[src/core/amfc_map.vh]
`ifndef AMFC_MAP_VH
`define AMFC_MAP_VH

// apb register byte addresses
`define AMFC_ADDR_W        8
`define AMFC_A_CTRL        8'h00
`define AMFC_A_STATUS      8'h04
`define AMFC_A_IRQ_STAT    8'h08
`define AMFC_A_IRQ_MASK    8'h0C

// control register fields
`define AMFC_CTRL_MUTE     0
`define AMFC_CTRL_CLEAR    1
`define AMFC_CTRL_W        1
`define AMFC_CTRL_RST      1'h0

// status register fields
`define AMFC_ST_UV_LATCH   0
`define AMFC_ST_TH_LATCH   1
`define AMFC_ST_CODE_LO    2
`define AMFC_ST_CODE_HI    3
`define AMFC_ST_STATE_LSB  4
`define AMFC_ST_STATE_MSB  8
`define AMFC_ST_PINS_LSB   9
`define AMFC_ST_PINS_MSB   14
`define AMFC_ST_PAD_LO     15
`define AMFC_ST_PAD_HI     16

// interrupt status / mask fields
`define AMFC_EV_W          3
`define AMFC_EV_UV         0
`define AMFC_EV_TH         1
`define AMFC_EV_HPLOW      2
`define AMFC_EV_RST        3'h0

// synchronised input vector layout
`define AMFC_IN_W          6
`define AMFC_IN_SEL        0
`define AMFC_IN_MUTEB      1
`define AMFC_IN_SHUTB      2
`define AMFC_IN_UV         3
`define AMFC_IN_TH         4
`define AMFC_IN_HPLOW      5
// idle levels: select low, mute and shutdown released, no fault
`define AMFC_IN_RST        6'h06

// output-stage states, one-hot
`define AMFC_STATE_W       5
`define AMFC_S_SHUT        5'h01
`define AMFC_S_SPK         5'h02
`define AMFC_S_HP          5'h04
`define AMFC_S_CLAMP       5'h08
`define AMFC_S_HPOFF       5'h10

`endif

[src/core/amfc_ctrl.v]
// Contract
// - select low enables speaker amplifier, select high enables headphone.
// - exactly one amplifier active; the other held in sleep.
// - mute is active low and silences the selected amplifier.
// - muted speaker amplifier turns on all low-side transistors.
// - shutdown is active low and puts the whole device in shutdown.
// - faults shown on two open-drain outputs as low and high bit.
// - code 11 no fault, lo0 hi1 undervoltage, 00 thermal.
// - pump undervoltage clamps low side; recovers automatically when gone.
// - undervoltage indication stays until mute, shutdown or supply cycled.
// - thermal fault clamps low side; recovers automatically when cooled.
// - thermal code stays after recovery until mute, shutdown, supply cycled.
// - thermal handling identical while headphone amplifier selected; code sets headphoneMute there instead of a low-side clamp.
// - headphone supply low disables headphone amp, reports no fault.
//
// Register access over APB and the placing of the registers are this design's own decisions.
`timescale 1ns/1ps
`include "amfc_map.vh"
module amfc_ctrl (
  input  wire                    clk,
  input  wire                    rst_b,
  input  wire                    ampSelect,
  input  wire                    mute_b,
  input  wire                    shutdown_b,
  input  wire                    pumpUndervoltage,
  input  wire                    overTemp,
  input  wire                    headphoneSupplyLow,
  input  wire                    faultCodeLoIn,
  output reg                     faultCodeLoOut,
  output reg                     faultCodeLoOe_b,
  input  wire                    faultCodeHiIn,
  output reg                     faultCodeHiOut,
  output reg                     faultCodeHiOe_b,
  output reg                     speakerEnable,
  output reg                     headphoneEnable,
  output reg                     speakerSleep,
  output reg                     headphoneSleep,
  output reg                     lowSideClamp,
  output reg                     deviceShutdown,
  output reg                     headphoneMute,
  input  wire                    psel,
  input  wire                    penable,
  input  wire                    pwrite,
  input  wire [`AMFC_ADDR_W-1:0] paddr,
  input  wire [31:0]             pwdata,
  output reg  [31:0]             prdata,
  output reg                     pready,
  output reg                     pslverr,
  output reg                     irq
);

  wire [`AMFC_IN_W-1:0]    inSync;
  reg  [`AMFC_IN_W-1:0]    inPrev_reg;
  reg  [`AMFC_STATE_W-1:0] state_reg;
  reg  [`AMFC_STATE_W-1:0] state_next;
  reg                      uvLatch_reg;
  reg                      uvLatch_next;
  reg                      thLatch_reg;
  reg                      thLatch_next;
  reg  [`AMFC_CTRL_W-1:0]  ctrl_reg;
  reg  [`AMFC_EV_W-1:0]    evStat_reg;
  reg  [`AMFC_EV_W-1:0]    evStat_next;
  reg  [`AMFC_EV_W-1:0]    evMask_reg;
  reg  [31:0]              rdData;
  reg                      codeLo;
  reg                      codeHi;

  wire selHp;
  wire muteReq;
  wire shutReq;
  wire uvNow;
  wire thNow;
  wire hpLowNow;
  wire muteRelease;
  wire shutRelease;
  wire swClear;
  wire faultClear;
  wire apbWrite;
  wire [`AMFC_EV_W-1:0] evRise;

  // decode of the mapped register offsets
  function isReg;
    input [`AMFC_ADDR_W-1:0] a;
    begin
      isReg = (a == `AMFC_A_CTRL) || (a == `AMFC_A_STATUS) ||
              (a == `AMFC_A_IRQ_STAT) || (a == `AMFC_A_IRQ_MASK);
    end
  endfunction

  // rising edge between two successive samples
  function rose;
    input now;
    input prev;
    begin
      rose = now & ~prev;
    end
  endfunction

  // completed write aimed at one register
  function wrHit;
    input                    wr;
    input [`AMFC_ADDR_W-1:0] a;
    input [`AMFC_ADDR_W-1:0] target;
    begin
      wrHit = wr & (a == target);
    end
  endfunction

  amfc_sync #(
    .W       (`AMFC_IN_W),
    .RST_VAL (`AMFC_IN_RST)
  ) uInSync (
    .clk  (clk),
    .rst_b(rst_b),
    .dIn  ({headphoneSupplyLow, overTemp, pumpUndervoltage,
            shutdown_b, mute_b, ampSelect}),
    .dOut (inSync)
  );

  assign selHp    = inSync[`AMFC_IN_SEL];
  assign muteReq  = ~inSync[`AMFC_IN_MUTEB] |
                    ctrl_reg[`AMFC_CTRL_MUTE];
  assign shutReq  = ~inSync[`AMFC_IN_SHUTB];
  assign uvNow    = inSync[`AMFC_IN_UV];
  assign thNow    = inSync[`AMFC_IN_TH];
  assign hpLowNow = inSync[`AMFC_IN_HPLOW];

  // a release that follows an assertion clears latched faults
  assign muteRelease = rose(inSync[`AMFC_IN_MUTEB],
                            inPrev_reg[`AMFC_IN_MUTEB]);
  assign shutRelease = rose(inSync[`AMFC_IN_SHUTB],
                            inPrev_reg[`AMFC_IN_SHUTB]);
  assign apbWrite    = psel & penable & pready & pwrite;
  assign swClear     = wrHit(apbWrite, paddr, `AMFC_A_CTRL) &
                       pwdata[`AMFC_CTRL_CLEAR];
  assign faultClear  = muteRelease | shutRelease | swClear;

  assign evRise[`AMFC_EV_UV]    = rose(uvNow, inPrev_reg[`AMFC_IN_UV]);
  assign evRise[`AMFC_EV_TH]    = rose(thNow, inPrev_reg[`AMFC_IN_TH]);
  assign evRise[`AMFC_EV_HPLOW] = rose(hpLowNow,
                                       inPrev_reg[`AMFC_IN_HPLOW]);

  // fault latches: a live fault keeps setting, so set beats clear
  always @* begin
    uvLatch_next = uvNow | (uvLatch_reg & ~faultClear);
    thLatch_next = thNow | (thLatch_reg & ~faultClear);
  end

  // output stage state chosen from live conditions only
  always @* begin
    if (shutReq) begin
      state_next = `AMFC_S_SHUT;
    end else if (!selHp) begin
      if (muteReq || uvNow || thNow) begin
        state_next = `AMFC_S_CLAMP;
      end else begin
        state_next = `AMFC_S_SPK;
      end
    end else begin
      if (muteReq || thNow || hpLowNow) begin
        state_next = `AMFC_S_HPOFF;
      end else begin
        state_next = `AMFC_S_HP;
      end
    end
  end

  // fault code from the latches; thermal has priority
  always @* begin
    if (thLatch_next) begin
      codeLo = 1'b0;
      codeHi = 1'b0;
    end else if (uvLatch_next) begin
      codeLo = 1'b0;
      codeHi = 1'b1;
    end else begin
      codeLo = 1'b1;
      codeHi = 1'b1;
    end
  end

  always @* begin
    evStat_next = evStat_reg;
    if (wrHit(apbWrite, paddr, `AMFC_A_IRQ_STAT)) begin
      evStat_next = evStat_reg & ~pwdata[`AMFC_EV_W-1:0];
    end
    evStat_next = evStat_next | evRise;
  end

  always @* begin
    rdData = 32'h0000_0000;
    case (paddr)
      `AMFC_A_CTRL: begin
        rdData[`AMFC_CTRL_W-1:0] = ctrl_reg;
      end
      `AMFC_A_STATUS: begin
        rdData[`AMFC_ST_UV_LATCH] = uvLatch_reg;
        rdData[`AMFC_ST_TH_LATCH] = thLatch_reg;
        rdData[`AMFC_ST_CODE_LO]  = faultCodeLoOe_b;
        rdData[`AMFC_ST_CODE_HI]  = faultCodeHiOe_b;
        rdData[`AMFC_ST_STATE_MSB:`AMFC_ST_STATE_LSB] = state_reg;
        rdData[`AMFC_ST_PINS_MSB:`AMFC_ST_PINS_LSB]   = inSync;
        rdData[`AMFC_ST_PAD_LO]   = faultCodeLoIn;
        rdData[`AMFC_ST_PAD_HI]   = faultCodeHiIn;
      end
      `AMFC_A_IRQ_STAT: begin
        rdData[`AMFC_EV_W-1:0] = evStat_reg;
      end
      `AMFC_A_IRQ_MASK: begin
        rdData[`AMFC_EV_W-1:0] = evMask_reg;
      end
      default: begin
        rdData = 32'h0000_0000;
      end
    endcase
  end

  always @(posedge clk or negedge rst_b) begin
    if (!rst_b) begin
      inPrev_reg  <= `AMFC_IN_RST;
      state_reg   <= `AMFC_S_SHUT;
      uvLatch_reg <= 1'b0;
      thLatch_reg <= 1'b0;
    end else begin
      inPrev_reg  <= inSync;
      state_reg   <= state_next;
      uvLatch_reg <= uvLatch_next;
      thLatch_reg <= thLatch_next;
    end
  end

  // registered outputs of the output stage
  always @(posedge clk or negedge rst_b) begin
    if (!rst_b) begin
      speakerEnable   <= 1'b0;
      headphoneEnable <= 1'b0;
      speakerSleep    <= 1'b1;
      headphoneSleep  <= 1'b1;
      lowSideClamp    <= 1'b0;
      deviceShutdown  <= 1'b1;
      headphoneMute   <= 1'b0;
    end else begin
      speakerEnable   <= (state_next == `AMFC_S_SPK);
      headphoneEnable <= (state_next == `AMFC_S_HP);
      speakerSleep    <= shutReq | selHp;
      headphoneSleep  <= shutReq | ~selHp;
      lowSideClamp    <= (state_next == `AMFC_S_CLAMP);
      deviceShutdown  <= (state_next == `AMFC_S_SHUT);
      headphoneMute   <= (state_next == `AMFC_S_HPOFF);
    end
  end

  // open-drain fault pins: enable low pulls the pin to ground
  always @(posedge clk or negedge rst_b) begin
    if (!rst_b) begin
      faultCodeLoOut  <= 1'b0;
      faultCodeHiOut  <= 1'b0;
      faultCodeLoOe_b <= 1'b1;
      faultCodeHiOe_b <= 1'b1;
    end else begin
      faultCodeLoOut  <= 1'b0;
      faultCodeHiOut  <= 1'b0;
      faultCodeLoOe_b <= codeLo;
      faultCodeHiOe_b <= codeHi;
    end
  end

  // apb slave: one wait state, answer in the second access cycle
  // pready gates the access so each transfer acts once
  always @(posedge clk or negedge rst_b) begin
    if (!rst_b) begin
      pready  <= 1'b0;
      pslverr <= 1'b0;
      prdata  <= 32'h0000_0000;
    end else begin
      pready  <= psel & penable & ~pready;
      pslverr <= psel & penable & ~pready & ~isReg(paddr);
      if (psel && penable && !pready && !pwrite) begin
        prdata <= rdData;
      end else begin
        prdata <= 32'h0000_0000;
      end
    end
  end

  always @(posedge clk or negedge rst_b) begin
    if (!rst_b) begin
      ctrl_reg   <= `AMFC_CTRL_RST;
      evStat_reg <= `AMFC_EV_RST;
      evMask_reg <= `AMFC_EV_RST;
      irq        <= 1'b0;
    end else begin
      evStat_reg <= evStat_next;
      irq        <= |(evStat_next & evMask_reg);
      if (wrHit(apbWrite, paddr, `AMFC_A_CTRL)) begin
        ctrl_reg <= pwdata[`AMFC_CTRL_W-1:0];
      end
      if (wrHit(apbWrite, paddr, `AMFC_A_IRQ_MASK)) begin
        evMask_reg <= pwdata[`AMFC_EV_W-1:0];
      end
    end
  end

endmodule

[src/core/amfc_sync.v]
`timescale 1ns/1ps
// two-stage synchroniser for a vector of levels
module amfc_sync #(
  parameter W       = 1,
  parameter [W-1:0] RST_VAL = {W{1'b0}}
) (
  input  wire         clk,
  input  wire         rst_b,
  input  wire [W-1:0] dIn,
  output reg  [W-1:0] dOut
);

  reg [W-1:0] meta_reg;

  always @(posedge clk or negedge rst_b) begin
    if (!rst_b) begin
      meta_reg <= RST_VAL;
      dOut     <= RST_VAL;
    end else begin
      meta_reg <= dIn;
      dOut     <= meta_reg;
    end
  end

endmodule

[config.mk]
export PLATFORM = sky130hd
export DESIGN_NAME = amfc_ctrl
export DESIGN_NICKNAME = d
export VERILOG_FILES = /design/src/core/amfc_ctrl.v /design/src/core/amfc_sync.v
export VERILOG_INCLUDE_DIRS = /design/src /design/src/core
export SDC_FILE = /design/constraint.sdc
export NUM_CORES = 1
export LEC_CHECK = 0
export ABC_AREA = 0
export BUFFER_PORTS_ARGS = -buffer_cell sky130_fd_sc_hd__clkbuf_2
export CORE_UTILIZATION = 46
export DETAILED_ROUTE_END_ITERATION = 8
export PLACE_DENSITY = 0.78
export SLEW_MARGIN = 20
export SYNTH_ARGS = -nofsm -noshare
export SYNTH_HDL_FRONTEND = slang
export SYNTH_SLANG_ARGS = --single-unit
[constraint.sdc]
create_clock -name clk -period 2.2 [get_ports clk]
set_input_delay 0.55 -clock clk [delete_from_list [all_inputs] [get_ports clk]]
set_output_delay 0.55 -clock clk [all_outputs]
set_load 0.02 [all_outputs]
==> impl_metrics.ini <==
[status]
status = complete, no violations

[synth]
async_flop_share_pct = 100
syn_inst = 164
synth_edf_count = 0
syn_avg_cell_area_um2 = 13.6
mappedNetlistArea_mm2 = 0.00223
synth_cell_types = 35
yosys_warnings = 0
yosysSeqAreaShare_pct = 68.1
synth_seq_cells = 60
synth_ff_type = dfrtp_1

[place]
port-buffer-count = 52
place_area_mm2 = 0.00253
place_congestion = 0.823
place_inst = 269
post-dp-hpwl_um = 2500

[power]
peakVddDrop_mv = 0.380
clockPowerShare_pct = 38.6
swShare_pct = 23.2
intPower_mw = 1.63
power_frac_seq_pct = 55.0
p_sw_uw = 492
p_per_area_mw_per_mm2 = 788
leakage_nw = 1.38
comb_power_share_pct = 6.5

[timing]
min_period_ps = 1960
rsz0062_at_grt = false
post-route-period-util_pct = 89.2
fmax_ghz = 0.509
hold_violations = 0
slew_viol_final = 0
setup_violations = 0
skew_ps = 4.61
whs_ps = 159

[layout]
fin_area_mm2 = 0.00269
n_fill_cell = 360
finalNonFillerCells = 285
seqCellArea_mm2 = 0.00152
num-nets-final = 281
multi_input_area_um2 = 606
drive_above_1_share_pct = 44.6
layout_common_cells = 52 x clkbuf_2, 48 x dfrtp_1, 17 x conb_1
final_common_cell = clkbuf_2
area_growth_pct = 20.8
n_antenna_cell = 0
post-route-util_pct = 59.8
largest_register_ffs = 17

[drt]
dr.pass1.iters = 4
drc = 0
wl_per_cell_um = 12.2
initialDrtViolationCount = 67
via_per_inst = 4.69
drtAntennaViolNets = 0
totalWireLength_um = 3480
vias = 1337

[floorplanning]
die_x_um = 71.6
start_util_pct = 49.5
coreArea_mm2 = 0.00450
die_y_um = 71.6
ios = 99
dieArea_mm2 = 0.00513
rows = 24

[cts]
insertion_delay_ps = 330
clkTransAtPathRegs_ps = 60
cts.htree.levels = 3
clock-sinks = 60
cts_tree = done
cts_made_buffers = 9
postCtsSetupRepairBufs = 0
clk_path_buf_depth = 2
ctsResizeCount = 0
cts_root_buf = clkbuf_8
cts_hold_buffers = 0

[setup_path]
timing.rr.start = pready
required_ps = 2470
critPathArrivalTime_ps = 2230
startpoint = paddr[1]
critical_path_class = input pin to flip-flop
critPathMaxFanout = 14
cp-start-kind = input pin
worst_setup_path_end_kind = flip-flop

[global_routing]
grt_pass1_wl_um = 5660
grt_overflow = 0
grt_pass1_vias = 1265
track_usage_pct = 15.5
grt_max_degree = 44
use_met3_pct = 4.92
use_met1_pct = 18.2
antenna_found_initial = 0
grt_use_met2_pct = 23.7
grt_busiest_layer = met2

[min_path]
hold_path.class = input pin to async pin

[job]
maxCapViolations = 0
-- power by group through the flow --
stage                     clock network, mW  registers (mW)  logic [mW]
after floorplan                           0            1.19      0.0873
after global placement                    0            1.18       0.137
after detailed placement                  0            1.19       0.139
after CTS                             0.841            1.17       0.139
after global routing                  0.893            1.17       0.153
final                                 0.817            1.17       0.137
-- through the flow --
stage,setup TNS [ps],power (mW),setup WS [ps]
after global placement,-1210,1.32,-86.7
after CTS,0,2.15,233
after floorplan,0,1.28,29.7
after detailed placement,-1550,1.32,-115
after global routing,0,2.22,186
final,0,2.12,237
-- synthesized netlist by cell type (2+ instances only) --
master / instances / area share, %
mux2_2: 6 / 3.0
a21o_1: 4 / 1.3
dfstp_2: 12 / 14
a21oi_1: 2 / 0.45
or2_2: 2 / 0.56
o21ai_0: 4 / 0.90
a22oi_1: 2 / 0.67
nor2b_1: 5 / 1.4
and2_2: 10 / 3.4
nand2b_1: 2 / 0.56
buf_4: 17 / 5.7
dfrtp_1: 48 / 54
nor4_1: 4 / 1.1
nor2_1: 9 / 1.5
inv_1: 5 / 0.84
nor3_1: 3 / 0.67
or4_4: 2 / 1.0
nand3b_1: 2 / 0.67
and2_1: 4 / 1.1
nand2_1: 6 / 1.0
-- per-layer routing --
layer	part of all wire [%]	wire (µm)	up-vias
met5	0	0	-
met3	4.8	166	13
li1	-	-	647
met4	3.6	125	0
met1	42	1450	631
met2	50	1740	46
-- cell type report --
class / count / share of cell area (%)
inverter: 5 / 0.697
clock inverter: 2 / 0.372
sequential: 60 / 56.3
timing repair buffer: 57 / 12.0
clock buffer: 14 / 5.67
multi-input combinational: 95 / 22.5
tap: 52 / 2.42
-- worst max-delay path: stages --
cell,delay (ps)
clkbuf_2,80
or4_4,560
or4_4,530
nor3b_4,230
buf_12,150
and2_2,130
-- final timing paths --
check	endpoint	slack (ps)	cells after the start
max in group asynchronous	uInSync.meta_reg[1]	1420	2
min in group clk	uInSync.meta_reg[2]	300	1
max	prdata[5]	240	6
min	prdata[3]	160	1
max reg2reg	prdata[5]	570	5
min reg2reg	uInSync.dOut[3]	350	0
-- logic make-up after synthesis --
logic type / share of synthesized area (%)
flops: 68.1
simple gates: 15.2
other cells: 0.168
compound gates: 5.05
buf+inv: 7.47
mux: 4.04
No activity file was read; power rests on OpenSTA's default activity.
